`src/hdl/cbd_defines.svh`:
```
// Purpose: Offsets, field positions and reset values of the clear,
//          compare, decimal and decrement datapath
// Assumes: One 32-bit word per register on classic Wishbone
// Notes:   Bits above each register's width read as zero
//
// How it works
// - Clear writes zero, flags left alone
// - Carry reset uses mask one only
// - Negative reset ANDs status with FFFBh
// - Zero reset ANDs status with FFFDh
// - Flag resets always act word-wide
// - Autoincrement call reads target, pointer plus two
// - Indexed call reads at pointer plus offset
// - Compare adds inverted source plus one, discards
// - Compare keeps destination's upper bits untouched
// - Compare sets negative, zero, carry from MSB
// - Compare overflow on signed subtraction wrap
// - Decimal add adds source and carry
// - Decimal add flags: MSB, zero, BCD carry
// - Decimal carry add adds carry only
// - Decrement one flags from old value
// - Decrement two subtracts two, overwrites destination
// - Decrement two zero and overflow from old value
// - Mode bits never touched by operations
`ifndef CBD_DEFINES_SVH
`define CBD_DEFINES_SVH

// Register byte addresses
`define CBD_A_CTRL 8'h00
`define CBD_A_DST  8'h04
`define CBD_A_SRC  8'h08
`define CBD_A_STAT 8'h0C
`define CBD_A_PTR  8'h10
`define CBD_A_TGT  8'h14

// Control register fields
`define CBD_CTRL_BYTE 4
`define CBD_CTRL_BUSY 8

// Status word bit positions
`define CBD_C    0
`define CBD_Z    1
`define CBD_N    2
`define CBD_GIE  3
`define CBD_HALT 4
`define CBD_OSC  5
`define CBD_V    8

// Flag masks, reset values and pointer step
`define CBD_MASK_C   16'h0001
`define CBD_MASK_Z   16'h0002
`define CBD_MASK_N   16'h0004
`define CBD_STAT_RST 16'h0000
`define CBD_PTR_STEP 20'h00002

`endif

```
`src/hdl/cbd_pkg.sv`:
```
// Purpose: Types shared by the datapath files
// Assumes: Operation codes are the values software writes to control
// Notes:   Codes above the last operation are ignored
package cbd_pkg;

   // Operation codes seen by software
   typedef enum logic [3:0] {
      CBD_OP_NONE  = 4'h0,
      CBD_OP_ZERO  = 4'h1,
      CBD_OP_RSTC  = 4'h2,
      CBD_OP_RSTN  = 4'h3,
      CBD_OP_RSTZ  = 4'h4,
      CBD_OP_CMP   = 4'h5,
      CBD_OP_DECIMAL_ADD_OP  = 4'h6,
      CBD_OP_DECIMAL_CARRY_ADD_OP  = 4'h7,
      CBD_OP_DEC1  = 4'h8,
      CBD_OP_DEC2  = 4'h9,
      CBD_OP_CALLI = 4'hA,
      CBD_OP_CALLX = 4'hB
   } cbd_op_t;

   // Sequencer states
   typedef enum logic [1:0] {CBD_IDLE, CBD_EXEC, CBD_FETCH} cbd_state_t;

endpackage : cbd_pkg

```
`src/hdl/cbd_alu.sv`:
```
// Purpose: Clear, flag reset, compare, decimal add and decrement
//          datapath with call target fetch, reached over Wishbone
// Assumes: Single clock mclk, synchronous active-high rst
// Notes:   Operand and control writes are dropped while busy
//
// The Wishbone interface to the registers and the register offsets were left to the implementer.
`timescale 1ns/1ns
`include "cbd_defines.svh"
module cbd_alu
(
   input  logic        mclk,
   input  logic        rst,
   input  logic        ce,
   input  logic        cyc_i,
   input  logic        stb_i,
   input  logic        we_i,
   input  logic [7:0]  adr_i,
   input  logic [3:0]  sel_i,
   input  logic [31:0] dat_i,
   output logic [31:0] dat_o,
   output logic        ack_o,
   output logic        mem_rd_req,
   output logic [19:0] mem_addr,
   input  logic [15:0] mem_rdata,
   input  logic        mem_ack,
   output logic [15:0] status_word,
   output logic        busy
);
   cbd_pkg::cbd_state_t st_r;
   cbd_pkg::cbd_state_t st_nxt;
   cbd_pkg::cbd_op_t    op_r;
   cbd_pkg::cbd_op_t    op_nxt;
   logic        byte_r;
   logic        byte_nxt;
   logic [19:0] dst_r;
   logic [19:0] dst_nxt;
   logic [15:0] src_r;
   logic [15:0] src_nxt;
   logic [15:0] stat_r;
   logic [15:0] stat_nxt;
   logic [19:0] ptr_r;
   logic [19:0] ptr_nxt;
   logic [15:0] tgt_r;
   logic [15:0] tgt_nxt;
   logic [19:0] addr_r;
   logic [19:0] addr_nxt;
   logic        rdq_r;
   logic        rdq_nxt;
   logic        ack_r;
   logic        ack_nxt;
   logic [31:0] rd_r;
   logic [31:0] rd_nxt;
   logic [31:0] view;
   logic [31:0] wm;
   logic        req;
   logic        wr_en;
   logic [15:0] sub_b;
   logic [15:0] sub_d;
   logic        sub_n;
   logic        sub_z;
   logic        sub_c;
   logic        sub_v;
   logic [15:0] bcd_b;
   logic [15:0] bcd_s;
   logic        bcd_c;

   // Byte-lane merge of a write into the current register view
   function automatic logic [31:0] cbd_merge(input logic [31:0] old,
                                             input logic [31:0] nw,
                                             input logic [3:0]  sel);
      logic [31:0] r;
      r = old;
      for (int k = 0; k < 4; k++)
      begin
         if (sel[k])
            r[8*k+:8] = nw[8*k+:8];
      end
      return r;
   endfunction : cbd_merge

   // Only N, Z, C and optionally V change; mode bits ride through
   function automatic logic [15:0] cbd_flags(input logic [15:0] s,
                                             input logic n,
                                             input logic z,
                                             input logic c,
                                             input logic v,
                                             input logic upd_v);
      logic [15:0] r;
      r = s;
      r[`CBD_N] = n;
      r[`CBD_Z] = z;
      r[`CBD_C] = c;
      if (upd_v)
         r[`CBD_V] = v;
      return r;
   endfunction : cbd_flags

   // Operand selection for the two arithmetic units
   assign sub_b = (op_r == cbd_pkg::CBD_OP_CMP)  ? src_r :
                  (op_r == cbd_pkg::CBD_OP_DEC1) ? 16'h0001 : 16'h0002;
   assign bcd_b = (op_r == cbd_pkg::CBD_OP_DECIMAL_CARRY_ADD_OP) ? 16'h0000 : src_r;

   cbd_sub #(.W(16)) u_sub
   (
      .a       (dst_r[15:0]),
      .b       (sub_b),
      .byte_op (byte_r),
      .diff    (sub_d),
      .n       (sub_n),
      .z       (sub_z),
      .c       (sub_c),
      .v       (sub_v)
   );

   cbd_bcd #(.DIGITS(4)) u_bcd
   (
      .a       (dst_r[15:0]),
      .b       (bcd_b),
      .cin     (stat_r[`CBD_C]),
      .byte_op (byte_r),
      .sum     (bcd_s),
      .cout    (bcd_c)
   );

   // Bus request is taken once; writes only land while idle
   assign req   = cyc_i & stb_i & ~ack_r;
   assign wr_en = req & we_i & (st_r == cbd_pkg::CBD_IDLE);

   // Register view, shared by read data and byte-lane merge
   always_comb
   begin
      unique case (adr_i)
         `CBD_A_CTRL: view = {23'h0, busy, 3'h0, byte_r, op_r};
         `CBD_A_DST:  view = {12'h0, dst_r};
         `CBD_A_SRC:  view = {16'h0, src_r};
         `CBD_A_STAT: view = {16'h0, stat_r};
         `CBD_A_PTR:  view = {12'h0, ptr_r};
         `CBD_A_TGT:  view = {16'h0, tgt_r};
         default:     view = 32'h0000_0000;
      endcase
      wm      = cbd_merge(view, dat_i, sel_i);
      ack_nxt = req;
      rd_nxt  = (req & ~we_i) ? view : rd_r;
   end

   // Bus answer one cycle after the request, dropped next cycle
   always_ff @(posedge mclk)
   begin
      if (rst)
      begin
         ack_r <= 1'b0;
         rd_r  <= 32'h0000_0000;
      end
      else if (ce)
      begin
         ack_r <= ack_nxt;
         rd_r  <= rd_nxt;
      end
   end

   // Sequencer and datapath next values
   always_comb
   begin
      st_nxt   = st_r;
      op_nxt   = op_r;
      byte_nxt = byte_r;
      dst_nxt  = dst_r;
      src_nxt  = src_r;
      stat_nxt = stat_r;
      ptr_nxt  = ptr_r;
      tgt_nxt  = tgt_r;
      addr_nxt = addr_r;
      rdq_nxt  = rdq_r;
      if (wr_en)
      begin
         unique case (adr_i)
            `CBD_A_CTRL:
            begin
               op_nxt   = cbd_pkg::cbd_op_t'(wm[3:0]);
               byte_nxt = wm[`CBD_CTRL_BYTE];
               st_nxt   = cbd_pkg::CBD_EXEC;
            end
            `CBD_A_DST:  dst_nxt  = wm[19:0];
            `CBD_A_SRC:  src_nxt  = wm[15:0];
            `CBD_A_STAT: stat_nxt = wm[15:0];
            `CBD_A_PTR:  ptr_nxt  = wm[19:0];
            default:     ;
         endcase
      end
      unique case (st_r)
         cbd_pkg::CBD_IDLE: ;
         cbd_pkg::CBD_EXEC:
         begin
            st_nxt = cbd_pkg::CBD_IDLE;
            unique case (op_r)
               cbd_pkg::CBD_OP_NONE: ;
               cbd_pkg::CBD_OP_ZERO: dst_nxt = 20'h00000;
               // Flag resets are word-wide, whatever the width bit
               cbd_pkg::CBD_OP_RSTC: stat_nxt = stat_r & ~`CBD_MASK_C;
               cbd_pkg::CBD_OP_RSTN: stat_nxt = stat_r & ~`CBD_MASK_N;
               cbd_pkg::CBD_OP_RSTZ: stat_nxt = stat_r & ~`CBD_MASK_Z;
               // Result dropped, destination incl. upper bits kept
               cbd_pkg::CBD_OP_CMP:
                  stat_nxt = cbd_flags(stat_r, sub_n, sub_z, sub_c, sub_v, 1'b1);
               // Overflow is undefined here, so it is left as it was
               cbd_pkg::CBD_OP_DECIMAL_ADD_OP, cbd_pkg::CBD_OP_DECIMAL_CARRY_ADD_OP:
               begin
                  dst_nxt  = {4'h0, bcd_s};
                  stat_nxt = cbd_flags(stat_r, byte_r ? bcd_s[7] : bcd_s[15],
                                       bcd_s == 16'h0000, bcd_c, 1'b0, 1'b0);
               end
               cbd_pkg::CBD_OP_DEC1, cbd_pkg::CBD_OP_DEC2:
               begin
                  dst_nxt  = {4'h0, sub_d};
                  stat_nxt = cbd_flags(stat_r, sub_n, sub_z, sub_c, sub_v, 1'b1);
               end
               cbd_pkg::CBD_OP_CALLI:
               begin
                  addr_nxt = ptr_r;
                  rdq_nxt  = 1'b1;
                  st_nxt   = cbd_pkg::CBD_FETCH;
               end
               cbd_pkg::CBD_OP_CALLX:
               begin
                  addr_nxt = ptr_r + {{4{src_r[15]}}, src_r};
                  rdq_nxt  = 1'b1;
                  st_nxt   = cbd_pkg::CBD_FETCH;
               end
               default: ;
            endcase
         end
         // Target is 16 bits, so a call always lands in the low 64 KB
         cbd_pkg::CBD_FETCH:
         begin
            if (mem_ack)
            begin
               tgt_nxt = mem_rdata;
               rdq_nxt = 1'b0;
               st_nxt  = cbd_pkg::CBD_IDLE;
               if (op_r == cbd_pkg::CBD_OP_CALLI)
                  ptr_nxt = ptr_r + `CBD_PTR_STEP;
            end
         end
         default: st_nxt = cbd_pkg::CBD_IDLE;
      endcase
   end

   // Datapath registers, frozen while ce is low
   always_ff @(posedge mclk)
   begin
      if (rst)
      begin
         st_r   <= cbd_pkg::CBD_IDLE;
         op_r   <= cbd_pkg::CBD_OP_NONE;
         byte_r <= 1'b0;
         dst_r  <= 20'h00000;
         src_r  <= 16'h0000;
         stat_r <= `CBD_STAT_RST;
         ptr_r  <= 20'h00000;
         tgt_r  <= 16'h0000;
         addr_r <= 20'h00000;
         rdq_r  <= 1'b0;
      end
      else if (ce)
      begin
         st_r   <= st_nxt;
         op_r   <= op_nxt;
         byte_r <= byte_nxt;
         dst_r  <= dst_nxt;
         src_r  <= src_nxt;
         stat_r <= stat_nxt;
         ptr_r  <= ptr_nxt;
         tgt_r  <= tgt_nxt;
         addr_r <= addr_nxt;
         rdq_r  <= rdq_nxt;
      end
   end

   assign dat_o       = rd_r;
   assign ack_o       = ack_r;
   assign mem_rd_req  = rdq_r;
   assign mem_addr    = addr_r;
   assign status_word = stat_r;
   assign busy        = (st_r != cbd_pkg::CBD_IDLE);

   logic ex;
   assign ex = ce & (st_r == cbd_pkg::CBD_EXEC);
endmodule : cbd_alu

```
`src/hdl/cbd_sub.sv`:
```
// Purpose: Subtractor with status flags for compare and decrements
// Assumes: Operands already chosen by the caller
// Notes:   Byte form zeroes the upper result bits
`timescale 1ns/1ns
module cbd_sub
#(
   parameter int W = 16
)
(
   input  logic [W-1:0] a,
   input  logic [W-1:0] b,
   input  logic         byte_op,
   output logic [W-1:0] diff,
   output logic         n,
   output logic         z,
   output logic         c,
   output logic         v
);
   logic [W:0] sw;
   logic [8:0] sb;

   // Inverted source plus one, carry is out of the MSB
   assign sw   = {1'b0, a} + {1'b0, ~b} + {{W{1'b0}}, 1'b1};
   assign sb   = {1'b0, a[7:0]} + {1'b0, ~b[7:0]} + 9'h001;
   // Byte form works on bit seven
   assign diff = byte_op ? {{(W-8){1'b0}}, sb[7:0]} : sw[W-1:0];
   assign n    = byte_op ? sb[7] : sw[W-1];
   assign z    = byte_op ? (sb[7:0] == 8'h00) : (sw[W-1:0] == '0);
   assign c    = byte_op ? sb[8] : sw[W];
   // Signs differ and result sign left the destination's
   assign v    = byte_op ? ((a[7] ^ b[7]) & (sb[7] ^ a[7]))
                         : ((a[W-1] ^ b[W-1]) & (sw[W-1] ^ a[W-1]));

endmodule : cbd_sub

```
`src/hdl/cbd_bcd.sv`:
```
// Purpose: Packed BCD adder with carry chain
// Assumes: Inputs are valid BCD; other codes give no defined sum
// Notes:   Byte form takes its carry from the second digit
`timescale 1ns/1ns
module cbd_bcd
#(
   parameter int DIGITS = 4
)
(
   input  logic [4*DIGITS-1:0] a,
   input  logic [4*DIGITS-1:0] b,
   input  logic                cin,
   input  logic                byte_op,
   output logic [4*DIGITS-1:0] sum,
   output logic                cout
);
   logic [DIGITS:0]   cy;
   logic [4*DIGITS-1:0] raw;

   assign cy[0] = cin;

   // One decimal digit per stage, corrected by six past nine
   genvar i;
   generate
      for (i = 0; i < DIGITS; i++)
      begin : g_dig
         logic [4:0] t;
         logic [4:0] adj;
         assign t   = {1'b0, a[4*i+:4]} + {1'b0, b[4*i+:4]} + {4'h0, cy[i]};
         assign adj = (t > 5'h09) ? t + 5'h06 : t;
         assign raw[4*i+:4] = adj[3:0];
         assign cy[i+1] = (t > 5'h09);
      end
   endgenerate

   // Byte form keeps two digits only
   assign sum  = byte_op ? {{(4*DIGITS-8){1'b0}}, raw[7:0]} : raw;
   assign cout = byte_op ? cy[2] : cy[DIGITS];

endmodule : cbd_bcd

```
`config.mk`:
```
export PLATFORM = sky130hd
export DESIGN_NAME = cbd_alu
export DESIGN_NICKNAME = d
export VERILOG_FILES = /design/src/hdl/cbd_pkg.sv /design/src/hdl/cbd_alu.sv /design/src/hdl/cbd_sub.sv /design/src/hdl/cbd_bcd.sv
export VERILOG_INCLUDE_DIRS = /design/src /design/src/hdl
export SDC_FILE = /design/constraint.sdc
export NUM_CORES = 1
export LEC_CHECK = 0
export CAP_MARGIN = 25
export CELL_PAD_IN_SITES_DETAIL_PLACEMENT = 0
export CELL_PAD_IN_SITES_GLOBAL_PLACEMENT = 1
export CORE_ASPECT_RATIO = 0.75
export CORE_MARGIN = 2
export CORE_UTILIZATION = 48
export DETAILED_ROUTE_END_ITERATION = 12
export DONT_BUFFER_PORTS = 1
export GPL_TIMING_DRIVEN = 1
export PLACE_DENSITY_LB_ADDON = 0.1
export SLEW_MARGIN = 10
export SYNTH_ARGS = -nofsm -noshare
export SYNTH_HDL_FRONTEND = slang
export SYNTH_SLANG_ARGS = --single-unit
```
`constraint.sdc`:
```
create_clock -name mclk -period 10.65 [get_ports mclk]
set_input_delay 1.065 -clock mclk [delete_from_list [all_inputs] [get_ports mclk]]
set_output_delay 1.065 -clock mclk [all_outputs]
set_load 0.05 [all_outputs]
```
-- Word level (Yosys, flattened, before mapping)
Cells that the tools add are included.
W data, S select, Z words.
- bits in registers: 149
- input port bits: 67
- output and inout bits: 71
- logic and storage cells: 142
- add/subtract/negate cells: 18
- order comparisons: 4
- equality and inequality tests: 25
- muxes and demuxes: 41
- bitwise operators: 15
- reductions and logical operators: 23
- operators with widths (kind ; count):
    $mux W20 ; 8
    $pmux W20 S6 ; 1
    $mux W16 ; 7
    $pmux W16 S5 ; 1
    $pmux W20 S3 ; 1
    $pmux W20 S2 ; 1
    $logic_not A16 Y1 ; 2
    $reduce_and A3 Y1 ; 7
    $add A20 B2 Y20 const B ; 1
    $add A20 B20 Y20 ; 1
    $add A4 B4 Y5 ; 4
    $add A5 B1 Y5 ; 4
    $gt A5 B4 Y1 const B ; 4
    $mux W4 ; 5
    $add A16 B16 Y17 ; 1
    $add A17 B1 Y17 const B ; 1
    $add A4 B3 Y4 const B ; 4
    $eq A4 B3 Y1 const B ; 4
    $eq A4 B4 Y1 const B ; 4
    $eq A8 B4 Y1 const B ; 2
    $eq A8 B5 Y1 const B ; 2
    $logic_not A8 Y1 ; 2
    $mux W8 ; 2
    $not A16 Y16 ; 1
    24 further kinds ; 56

-- Longest topological paths before layout
Gate-level depths: netlist of the first run.
- depth in word-level cells: 16
- gate-level depth with buffers: 38
- gate-level depth less buffers: 37

-- Modules after synthesis
Synthesis of the first run repeated with hierarchy kept, for this count alone.
- cells, all modules: 1430
- area, all modules: 10830.4 sq um
- modules (own cells, without submodules) (module ; times used ; cells each ; area each (sq um) ; seq. area each (sq um)):
    cbd_alu ; 1 ; 1158 ; 8818.5 ; 2742.6
    cbd_sub ; 1 ; 155 ; 1039.7 ; 0.0
    cbd_bcd ; 1 ; 117 ; 972.2 ; 0.0

-- Worst setup path before layout of the first run
OpenSTA, ideal clock, no wires.
- path type: flip-flop to flip-flop
- from: reg op_r[1]
- to: reg dst_r[14]
- library setup time: 0.112 ns
- arrival: 7.750 ns
- required time: 10.538 ns
- path slack: 2.788 ns
- stages on the path, launching flop included: 35
- buffers on the path: 1
- clock period less this slack: 7.862 ns
- path through: dfxtp_1 clkbuf_1 and2_0 nand2_1 and2_1 fa_1 fa_1 inv_1 and2_1 o21ai_0 inv_1 fa_1 inv_1 fa_1 nor2_1 o21ai_1 inv_1 fa_1 inv_1 fa_1 xnor2_1 and2_1 o21ai_0 inv_1 fa_1 inv_1 fa_1 xnor2_1 ha_1 nand2_1 o21ai_0 o31ai_1 mux2i_1 a221oi_1 a2111oi_1
- word-level cells in the longest chain between the ends: 15
- elaborated cells between the ends (all ways): 32
- classes of those cells: add/sub (11); order compare (4); eq/ne (6); mux (8); bitwise (1); reduce/logical (2)
- RTL lines (item ; line ; RTL):
    start, declared ; cbd_alu.sv:31 ; cbd_pkg::cbd_op_t op_r;
    start signal, assigned ; cbd_alu.sv:254 ; op_r <= cbd_pkg::CBD_OP_NONE;
    start signal, assigned ; cbd_alu.sv:267 ; op_r <= op_nxt;
    $eq A4 B3 Y1 ; cbd_alu.sv:101, cbd_alu.sv:195 ;
    $mux W16 ; cbd_alu.sv:101 ; assign bcd_b = (op_r == cbd_pkg::CBD_OP_DECIMAL_CARRY_ADD_OP) ? 16'h0000 : src_r;
    $add A4 B4 Y5 ; cbd_bcd.sv:29 ; assign t = {1'b0, a[4*i+:4]} + {1'b0, b[4*i+:4]} + {4'h0, cy[i]};
    $add A5 B1 Y5 ; cbd_bcd.sv:29 ;
    $gt A5 B4 Y1 ; cbd_bcd.sv:32 ; assign cy[i+1] = (t > 5'h09);
    $add A5 B1 Y5 ; cbd_bcd.sv:29 ;
    $gt A5 B4 Y1 ; cbd_bcd.sv:32 ;
    $add A5 B1 Y5 ; cbd_bcd.sv:29 ;
    $gt A5 B4 Y1 ; cbd_bcd.sv:32 ;
    $add A5 B1 Y5 ; cbd_bcd.sv:29 ;
    $add A4 B3 Y4 / $gt A5 B4 Y1 (equally long branches) ; cbd_bcd.sv:30 ; assign adj = (t > 5'h09) ? t + 5'h06 : t;
    $mux W4 ; cbd_bcd.sv:30 ;
    $mux W16 ; cbd_bcd.sv:37 ; assign sum = byte_op ? {{(4*DIGITS-8){1'b0}}, raw[7:0]} : raw;
    $pmux W20 S3 (*) ; cbd_alu.sv:195 ; unique case (op_r)
    $mux W20 (*) ; cbd_alu.sv:190 ; unique case (st_r)
    end signal, assigned ; cbd_alu.sv:269 ; dst_r <= dst_nxt;
    end, declared ; cbd_alu.sv:35 ; logic [19:0] dst_r;
Every way passes the cells marked *; elsewhere a longest branch is shown, timed or not.
A chain may end at the register's enable or synchronous reset.

-- Final worst setup path of the first run
- from: reg op_r[2]
- to: reg stat_r[0] (netlist: status_word[0])
- word-level cells in the longest chain between the ends: 14
- elaborated cells between the ends (all ways): 38
- classes of those cells: add/sub (12); order compare (4); eq/ne (10); mux (7); bitwise (2); reduce/logical (3)
- RTL lines (item ; line ; RTL):
    $eq A4 B3 Y1 ; cbd_alu.sv:101, cbd_alu.sv:195 ;
    $mux W16 ; cbd_alu.sv:101 ;
    $add A4 B4 Y5 ; cbd_bcd.sv:29 ;
    $add A5 B1 Y5 ; cbd_bcd.sv:29 ;
    $gt A5 B4 Y1 ; cbd_bcd.sv:32 ;
    $add A5 B1 Y5 ; cbd_bcd.sv:29 ;
    $gt A5 B4 Y1 ; cbd_bcd.sv:32 ;
    $add A5 B1 Y5 ; cbd_bcd.sv:29 ;
    $gt A5 B4 Y1 ; cbd_bcd.sv:32 ;
    $add A5 B1 Y5 ; cbd_bcd.sv:29 ;
    $gt A5 B4 Y1 ; cbd_bcd.sv:32 ;
    $mux W1 ; cbd_bcd.sv:38 ; assign cout = byte_op ? cy[2] : cy[DIGITS];
    $pmux W16 S5 ; cbd_alu.sv:195 ;
    $mux W16 ; cbd_alu.sv:190 ;
    end signal, assigned ; cbd_alu.sv:258 ; stat_r <= `CBD_STAT_RST;
    end signal, assigned ; cbd_alu.sv:271 ; stat_r <= stat_nxt;
    end, declared ; cbd_alu.sv:39 ; logic [15:0] stat_r;
Several ways; a longest one is shown, not always the timed one. The select of a mux whose other input is x is not followed.

==> run metrics, run 1 <==
GRT Max-Usage Layer=met1; slowest CP cell=o31ai_1; HPWL Detailed=25.6 mm; I/O Pins=138; dpl cell area=0.00987 sq mm; Hold Path Class=flip-flop to flip-flop; cell row count=45; final net count=1,381; overflow left after global routing=0; Area growth syn-to-layout=6.34%; number of routed nets with antenna violations=0; worst hold slack=0.459 ns; worst setup path class=flip-flop to flip-flop; Min Clock Period, post-route=9.48 ns; peak supply drop=0.0795 mV; Syn Area/Cell=7.57 sq um; most frequent cells in the layout=nand2_1, nor2_1, dfxtp_1; Remaining DRCs=0; CORE AREA=0.0202 sq mm; flop2flop setup slack=1.17 ns; H-tree depth=4; status=finished, final reports clean; worst slew pin tran=1.03 ns; register area share after synthesis=27.8%; Setup WS post-layout=1.17 ns; Post-synth EDFFs=0; Post-Place Worst Slack=1.37 ns; CP Max Fanout=15; drt pass-1 iters=5; routed wire length=34.4 mm; full die area=0.0217 sq mm; Pwr Total=1.18 mW; CP max stage delay=0.63 ns; CP Data Required Time=11.01 ns; flops & latches, synth=137; post-cts resize count=0; Slew Viols, Final=0; CP endpoint kind=flip-flop; most frequent CP cell=fa_1; RSZ-0062 raised after global routing=no; Worst-path clk slew=0.07 ns; largest net degree at the start of global routing=139; initial drt markers=1,130; Post-CTS Hold Fix Bufs=0; Post-CTS Setup Inserts=0; post-route setup TNS=0 ns; Synth Cell Area=0.00986 sq mm; Synth Warn #=0; Layout Cells excl Fill=1,522; CTS Buf Count=17; clk_lat worst skew=0.43 ns; design area=0.0105 sq mm; Cells after Synth=1,302; FFs w/ async S/R, synth=0%; Antenna diodes=0; Die Height=128 um; Port Buffers=0; MaxCap Viol Count=0; Static Leak=3.98 nW; total routing usage reported by global routing=31.4%; Final period util=89.0%; initial antenna violation count=1; routed len/inst=22.6 um; Placed Cells=1,490; fillers=2,024; Worst Skew=0.0180 ns; RD Place Congestion=0.945; CP Launch Type=flip-flop; power density over the cells=113 mW/mm^2; Slew headroom=30.7%; met2 Usage GRT=44.0%; initial core utilization=48.8%; top_reg_cell synth=dfxtp_1; CTS tree=yes; Worst Path Arrival=9.85 ns; vias per inst=6.30; clock sink count=137; leading cell type in the layout, fill and taps excluded=nand2_1; endpoints failing setup=0; maximum count of clock buffers along a single path=2; DR vias=9,591; Die Width=170 um; Fmax achieved=105 MHz; Core Util, Final=51.9%; routing usage on met3=8.58%; first-pass GRT wire length=51.9 mm; final hold viol count=0; layout cells sized above 1=5.70%; Netlist cell types=84; Root Buffer=clkbuf_16; M1 GR Usage=46.8%; number of global-route vias before repair=8,621
[Yosys cell counts (6+ instances only)]
library cell	count	area, sq um
ha_1	52	651
nand4_1	7	43.8
and2_1	21	131
nor2_1	154	578
nand2_1	190	713
nand3_1	20	100
nand2b_1	7	43.8
a21oi_1	120	601
a21o_1	25	188
a221oi_1	18	158
xnor2_1	23	201
fa_1	10	200
inv_1	42	158
mux2i_1	31	310
o21ai_0	54	270
or2_2	7	43.8
mux2_2	7	78.8
a311oi_1	14	123
xor2_1	12	105
a211oi_1	49	368
o22ai_1	8	50.1
buf_2	11	55.1
and3_1	12	75.1
dfxtp_1	137	2740
nor3_1	32	160
a22oi_1	17	128
clkbuf_1	56	210
o21a_1	8	60.1
a31oi_1	8	50.1
nor2b_1	14	87.6
or3_1	6	37.5
buf_4	18	135
o211ai_1	14	105
[sequential cells by signal, summed over array words and instances, names as in the netlist]
register     flops
dat_o           20
dst_r           20
mem_addr        20
ptr_r           20
src_r           16
status_word     16
tgt_r           16
op_r             4
st_r             2
ack_o            1
byte_r           1
mem_rd_req       1
[where the power goes]
group	switching [mW]	leakage, nW	internal [mW]
Combinational	0.0269	2.59	0.0112
Sequential	0.00960	1.10	0.515
Clock	0.246	0.285	0.376
[metal layers]
layer | vias up | part of all wire [%]
met2 | 442 | 40
met3 | 43 | 10
li1 | 4580 | -
met1 | 4524 | 48
met4 | 2 | 2.0
met5 | - | 0.035
[worst max-delay path, delay by kind of cell, from the launching register on]
family,cells,cell delay [ns]
adder cells (fa/ha/maj),9,3.18
AO/OA/AOI/OAI,8,2.31
AND/OR/NAND/NOR,9,2.28
buffers and inverters,6,0.66
flip-flops,1,0.50
XOR/XNOR,3,0.49
[final timing paths]
kind	from	endpoint	cells past startpoint
worst min register to register	tgt_r[13]	tgt_r[13]	2
worst max-delay path	op_r[2]	status_word[0]	35
worst max register to register	op_r[2]	status_word[0]	35
worst min-delay path	tgt_r[13]	tgt_r[13]	2
[area by class of cell]
type                       instances  area (sq um)  area share [%]
multi-input combinational       1046          6600            62.9
clock buffer                      18           439            4.19
clock inverter                    13           169            1.61
tap                              258           323            3.08
timing repair buffer               8          60.1           0.573
inverter                          42           158            1.50
sequential                       137          2740            26.2
[cell families (layout without fill, tap and decap cells)]
kind of cell / count (synthesis) / count (layout) / synth area share, %
AOI/OAI and AO/OA: 394 / 394 / 26.7
buffers and inverters: 130 / 81 / 5.77
DFF: 137 / 137 / 27.8
and+or+nand+nor: 500 / 500 / 22.8
other: 1 / 12 / 0.0380
muxes: 43 / 43 / 5.09
adders and majority gates: 62 / 62 / 8.63
xor gates and xnor gates: 35 / 35 / 3.11
(Power assumes the default switching activity.)
==> inputs of run 2 (changes only) <==
--- a/config.mk
+++ b/config.mk
@@ -6,16 +6,18 @@
 export SDC_FILE = /design/constraint.sdc
 export NUM_CORES = 1
 export LEC_CHECK = 0
+export ABC_AREA = 1
 export CAP_MARGIN = 25
 export CELL_PAD_IN_SITES_DETAIL_PLACEMENT = 0
 export CELL_PAD_IN_SITES_GLOBAL_PLACEMENT = 1
 export CORE_ASPECT_RATIO = 0.75
 export CORE_MARGIN = 2
-export CORE_UTILIZATION = 48
+export CORE_UTILIZATION = 46
 export DETAILED_ROUTE_END_ITERATION = 12
 export DONT_BUFFER_PORTS = 1
 export GPL_TIMING_DRIVEN = 1
 export PLACE_DENSITY_LB_ADDON = 0.1
+export REMOVE_ABC_BUFFERS = 1
 export SLEW_MARGIN = 10
 export SYNTH_ARGS = -nofsm -noshare
 export SYNTH_HDL_FRONTEND = slang
==> constraint.sdc (replaced) <==
create_clock -name mclk -period 9.5 [get_ports mclk]
set_input_delay 0.95 -clock mclk [delete_from_list [all_inputs] [get_ports mclk]]
set_output_delay 0.95 -clock mclk [all_outputs]
set_load 0.05 [all_outputs]
==> run metrics, run 2 <==
status=finished, final reports clean (unchanged); layout cells sized above 1=8.55% (was 5.70%); Pwr Total=1.43 mW (was 1.18 mW); worst setup path class=flip-flop to flip-flop (unchanged); Antenna diodes=0 (unchanged); Fmax achieved=128 MHz (was 105 MHz); Static Leak=5.01 nW (was 3.98 nW); power density over the cells=122 mW/mm^2 (was 113 mW/mm^2); largest net degree at the start of global routing=72 (was 139); slowest CP cell=fa_1 (was o31ai_1); I/O Pins=138 (unchanged); final hold viol count=0 (unchanged); CORE AREA=0.0232 sq mm (was 0.0202 sq mm); DR vias=11,300 (was 9,591); Post-CTS Setup Inserts=0 (unchanged); dominant cell type by area after synthesis=dfxtp_1 (unchanged); CTS Buf Count=17 (unchanged); Final period util=82.5% (was 89.0%); Slew headroom=44.0% (was 30.7%); Post-CTS Hold Fix Bufs=0 (unchanged); number of global-route vias before repair=10,300 (was 8,621); MaxCap Viol Count=0 (unchanged); FFs w/ async S/R, synth=0% (unchanged); Root Buffer=clkbuf_16 (unchanged); routed len/inst=19.4 um (was 22.6 um); Die Height=138 um (was 128 um); H-tree depth=4 (unchanged); top-area cell type share of the netlist area=25.0% (was 27.8%); Worst-path clk slew=0.06 ns (was 0.07 ns); top-count cell post-synth=nand2_1 (unchanged); CTS tree=yes (unchanged); most frequent cells in the layout=nand2_1, inv_1, a21oi_1 (was nand2_1, nor2_1, dfxtp_1); post-route setup TNS=0 ns (unchanged); register area share after synthesis=25.0% (was 27.8%); total routing usage reported by global routing=31.1% (was 31.4%); CP Max Fanout=6 (was 15); Area growth syn-to-layout=6.27% (was 6.34%); full die area=0.0251 sq mm (was 0.0217 sq mm); most frequent CP cell=nand2_1 (was fa_1); Min Clock Period, post-route=7.84 ns (was 9.48 ns); Cells after Synth=1,724 (was 1,302); leading cell type in the layout, fill and taps excluded=nand2_1 (unchanged); cell row count=48 (was 45); initial drt markers=973 (was 1,130); drt pass-1 iters=5 (unchanged); Post-Place Worst Slack=1.79 ns (was 1.37 ns); Netlist cell types=63 (was 84); vias per inst=5.66 (was 6.30); Synth Warn #=0 (unchanged); Setup WS post-layout=1.66 ns (was 1.17 ns); Die Width=182 um (was 170 um); maximum count of clock buffers along a single path=2 (unchanged); most frequent cells after synthesis=nand2_1, inv_1, a21oi_1 (was nand2_1, nor2_1, dfxtp_1); RD Place Congestion=0.919 (was 0.945); Syn Area/Cell=6.37 sq um (was 7.57 sq um); CP Launch Type=flip-flop (unchanged); endpoints failing setup=0 (unchanged); Remaining DRCs=0 (unchanged); flops & latches, synth=137 (unchanged); Hold Path Class=flip-flop to flip-flop (unchanged); initial core utilization=47.2% (was 48.8%); overflow left after global routing=0 (unchanged); fillers=2,463 (was 2,024); top_reg_cell synth=dfxtp_1 (unchanged); routed wire length=38.7 mm (was 34.4 mm); Worst Skew=0.0107 ns (was 0.0180 ns); first-pass GRT wire length=59.4 mm (was 51.9 mm); number of routed nets with antenna violations=0 (unchanged); top cells by area, synth=dfxtp_1, nand2_1, a21oi_1 (was dfxtp_1, nand2_1, ha_1); post-cts resize count=0 (unchanged); Slew Viols, Final=0 (unchanged); CP max stage delay=0.52 ns (was 0.63 ns); Post-synth EDFFs=0 (unchanged); CP Data Required Time=9.88 ns (was 11.01 ns); Synth Cell Area=0.0110 sq mm (was 0.00986 sq mm); final net count=1,812 (was 1,381); peak supply drop=0.123 mV (was 0.0795 mV); RSZ-0062 raised after global routing=no (unchanged); initial antenna violation count=0 (was 1); worst slew pin tran=0.836 ns (was 1.03 ns); HPWL Detailed=29.2 mm (was 25.6 mm); clock sink count=137 (unchanged); CP endpoint kind=flip-flop (unchanged); Worst Path Arrival=8.22 ns (was 9.85 ns); clk_lat worst skew=0.44 ns (was 0.43 ns); Port Buffers=0 (unchanged)
-- run 2: cell types whose count changed after synthesis, sizes merged, moves of 22 or more --
cell / delta
a211oi: -46
clkbuf: -22
a21oi: +83
a21o: -24
inv: +206
o21ai: +119
nand2: +192
nand3: +89
nor2: -29
mux2i: -30
-- run 2: kinds of logic after synthesis --
logic type,Yosys count,share of synthesized area [%]
AND/OR/NAND/NOR,695,28.8
AO/OA/AOI/OAI,472,23.9
buffers and inverters,330,12.4
flip-flops,137,25.0
adder cells (fa/ha/maj),62,7.75
XOR/XNOR,26,2.07
other,1,0.0342
multiplexers,1,0.0912
-- run 2: power breakdown --
part | switching (mW) | leakage (nW) | internal (mW)
Combinational | 0.0967 | 3.61 | 0.0383
Clock | 0.279 | 0.285 | 0.406
Sequential | 0.0219 | 1.11 | 0.583
-- run 2: metrics by stage --
step | cell area, sq um | utilization [%] | cells | hold slack [ns]
6_report | 11700 | 50.2 | 1996 | 0.452
5_1_grt | 11700 | 50.2 | 1996 | 0.478
4_1_cts | 11600 | 50.0 | 1994 | 0.451
3_5_place_dp | 11000 | 47.5 | 1962 | 0.442
3_3_place_gp | 11000 | 47.5 | 1962 | 0.437
2_1_floorplan | 10600 | - | 1656 | 0.427
-- run 2: path summary, 6_finish.rpt --
kind | start | endpoint | slack [ns] | depth (start not counted)
worst max-delay path | op_r[2] | status_word[1] | 1.66 | 49
worst min-delay path | tgt_r[3] | tgt_r[3] | 0.45 | 2
worst max register to register | op_r[2] | status_word[1] | 1.66 | 49
worst min register to register | tgt_r[3] | tgt_r[3] | 0.45 | 2
-- run 2: layout make-up --
class | instances | area [sq um] | area share (%)
tap | 300 | 375 | 3.22
timing repair buffer | 8 | 92.6 | 0.793
sequential | 137 | 2740 | 23.5
multi-input combinational | 1268 | 6930 | 59.4
inverter | 251 | 942 | 8.07
clock inverter | 11 | 120 | 1.03
clock buffer | 21 | 470 | 4.03
-- run 2: layer usage --
layer	global-route usage, %	vias to the layer above	routed length [um]
met1	44.9	5140	18400
met3	8.75	52	4060
li1	-	5612	-
met5	0	-	0
met2	44.9	484	15400
met4	8.83	0	822
-- run 2: worst max-delay path, delay by kind of cell (launching register included) --
kind | cells | cell delay, ns
adders and majority gates | 9 | 3.18
and+or+nand+nor | 24 | 2.64
buffers and inverters | 13 | 1.04
DFF | 1 | 0.44
xor gates and xnor gates | 1 | 0.27
AOI/OAI and AO/OA | 2 | 0.18
==> inputs of run 3 (changes only) <==
--- a/config.mk
+++ b/config.mk
@@ -6,13 +6,13 @@
 export SDC_FILE = /design/constraint.sdc
 export NUM_CORES = 1
 export LEC_CHECK = 0
-export ABC_AREA = 1
+export ABC_AREA = 0
 export CAP_MARGIN = 25
 export CELL_PAD_IN_SITES_DETAIL_PLACEMENT = 0
 export CELL_PAD_IN_SITES_GLOBAL_PLACEMENT = 1
 export CORE_ASPECT_RATIO = 0.75
 export CORE_MARGIN = 2
-export CORE_UTILIZATION = 46
+export CORE_UTILIZATION = 43
 export DETAILED_ROUTE_END_ITERATION = 12
 export DONT_BUFFER_PORTS = 1
 export GPL_TIMING_DRIVEN = 1
==> constraint.sdc (replaced) <==
create_clock -name mclk -period 6.8 [get_ports mclk]
set_input_delay 0.68 -clock mclk [delete_from_list [all_inputs] [get_ports mclk]]
set_output_delay 0.68 -clock mclk [all_outputs]
set_load 0.05 [all_outputs]
==> run metrics, run 3 (synthesis results as in run 1) <==
Area growth syn-to-layout=15.8% (was 6.27%); leading cell type in the layout, fill and taps excluded=nand2_1 (unchanged); Port Buffers=0 (unchanged); worst slew pin tran=1.11 ns (was 0.836 ns); Die Height=135 um (was 138 um); CP Max Fanout=3 (was 6); drt pass-1 iters=6 (was 5); CP Data Required Time=7.13 ns (was 9.88 ns); Worst Path Arrival=7.24 ns (was 8.22 ns); clk_lat worst skew=0.44 ns (about the same); power density over the cells=174 mW/mm^2 (was 122 mW/mm^2); most frequent cells in the layout=nand2_1, nor2_1, dfxtp_1 (was nand2_1, inv_1, a21oi_1); Setup WS post-layout=-0.111 ns (was 1.66 ns); Die Width=179 um (was 182 um); slowest CP cell=fa_2 (was fa_1); clock sink count=137 (unchanged); peak supply drop=0.161 mV (was 0.123 mV); status=finished, violations left (was finished, final reports clean); layout cells sized above 1=15.0% (was 8.55%); Placed Cells=1,567 (was 1,962); initial drt markers=1,080 (was 973); Hold Crit Depth=1 (was 2); Layout Cells excl Fill=1,626 (was 1,996); fillers=2,209 (was 2,463); CP endpoint kind=flip-flop (unchanged); HPWL Detailed=26.4 mm (was 29.2 mm); DR vias=9,995 (was 11,300); routed len/inst=22.5 um (was 19.4 um); full die area=0.0242 sq mm (was 0.0251 sq mm); Post-CTS Hold Fix Bufs=0 (unchanged); maximum count of clock buffers along a single path=2 (unchanged); cell row count=47 (was 48); Fmax achieved=145 MHz (was 128 MHz); CORE AREA=0.0223 sq mm (was 0.0232 sq mm); Slew Viols, Final=0 (unchanged); endpoints failing setup=4 (was 0); MaxCap Viol Count=0 (unchanged); Reg2Reg Depth=35 (was 49); final hold viol count=0 (unchanged); number of global-route vias before repair=9,138 (was 10,300); total routing usage reported by global routing=30.1% (was 31.1%); Final period util=102% (was 82.5%); Root Buffer=clkbuf_16 (unchanged); Post-Place Worst Slack=-0.700 ns (was 1.79 ns); most frequent CP cell=inv_2 (was nand2_1); overflow left after global routing=0 (unchanged); CTS Buf Count=17 (unchanged); Min Clock Period, post-route=6.91 ns (was 7.84 ns); vias per inst=6.15 (was 5.66); final net count=1,447 (was 1,812); Slew headroom=25.5% (was 44.0%); Remaining DRCs=0 (unchanged); initial antenna violation count=1 (was 0); CP max stage delay=0.55 ns (was 0.52 ns); RD Place Congestion=0.934 (was 0.919); Static Leak=4.41 nW (was 5.01 nW); CTS tree=yes (unchanged); worst setup path class=flip-flop to flip-flop (unchanged); first-pass GRT wire length=55.0 mm (was 59.4 mm); failing checks=setup timing; H-tree depth=4 (unchanged); Worst-path clk slew=0.06 ns (about the same); Hold Path Class=primary input to flip-flop (was flip-flop to flip-flop); RSZ-0062 raised after global routing=yes (was no); initial core utilization=44.2% (was 47.2%); number of routed nets with antenna violations=0 (unchanged); Pwr Total=1.99 mW (was 1.43 mW); largest net degree at the start of global routing=139 (was 72); I/O Pins=138 (unchanged); routed wire length=36.6 mm (was 38.7 mm); CP Launch Type=flip-flop (unchanged); Worst Skew=0.0182 ns (was 0.0107 ns)
[run 3: path summary, 6_finish.rpt]
path | from | endpoint | slack, ns
max | op_r[2] | dst_r[15] | -0.11
min | rst | mem_addr[15] | 0.34
max reg2reg | op_r[2] | dst_r[15] | -0.11
min reg2reg | tgt_r[11] | tgt_r[11] | 0.45
[run 3: metal layers]
layer	wire, um	GRT usage, %	vias to the layer above
met2	15400	43.3	439
met3	3150	6.51	52
met1	17300	45.0	4786
li1	-	-	4718
met4	776	8.31	0
met5	0	0	-
[run 3: cell type report]
type / instances / area, sq um / share of cell area, %
Clock inverter: 11 / 215 / 1.88
Multi-Input combinational cell: 1046 / 6880 / 60.2
Tap cell: 294 / 368 / 3.22
Timing Repair Buffer: 74 / 574 / 5.03
Inverter: 42 / 158 / 1.38
Sequential cell: 137 / 2740 / 24.0
Clock buffer: 21 / 480 / 4.21
Antenna cell: 1 / 2.50 / 0.0219
[run 3: critical path, delay by kind of cell (launching register included)]
kind / cells / cell delay (ns)
DFF: 1 / 0.32
and+or+nand+nor: 10 / 1.67
AOI/OAI and AO/OA: 6 / 0.67
adders and majority gates: 9 / 3.43
buffers and inverters: 10 / 0.70
[run 3: timing repair]
item | in CTS | in global routing
endpoints found under the hold margin | 0 | 0
cloned | 0 | 0
setup endpoints to repair | 6 | 6
resized for setup | 54 | 25
setup buffers | 19 | 8
pin swaps | 32 | 32
[run 3: per-stage QoR]
stage	utilization (%)	setup TNS [ns]	hold WS (ns)	instance area, sq um
after global placement	45.8	-2.65	0.437	10200
after global routing	51.3	-1.67	0.312	11400
after CTS	50.4	-0.933	0.327	11200
after detailed placement	45.9	-3.79	0.443	10200
after floorplan	-	-5.97	0.427	9490
final	51.3	-0.328	0.337	11400
[run 3: report_power, final]
group	switching, mW	internal [mW]
logic	0.0435	0.0179
clock network	0.383	0.728
registers	0.0152	0.806
total	0.442	1.55
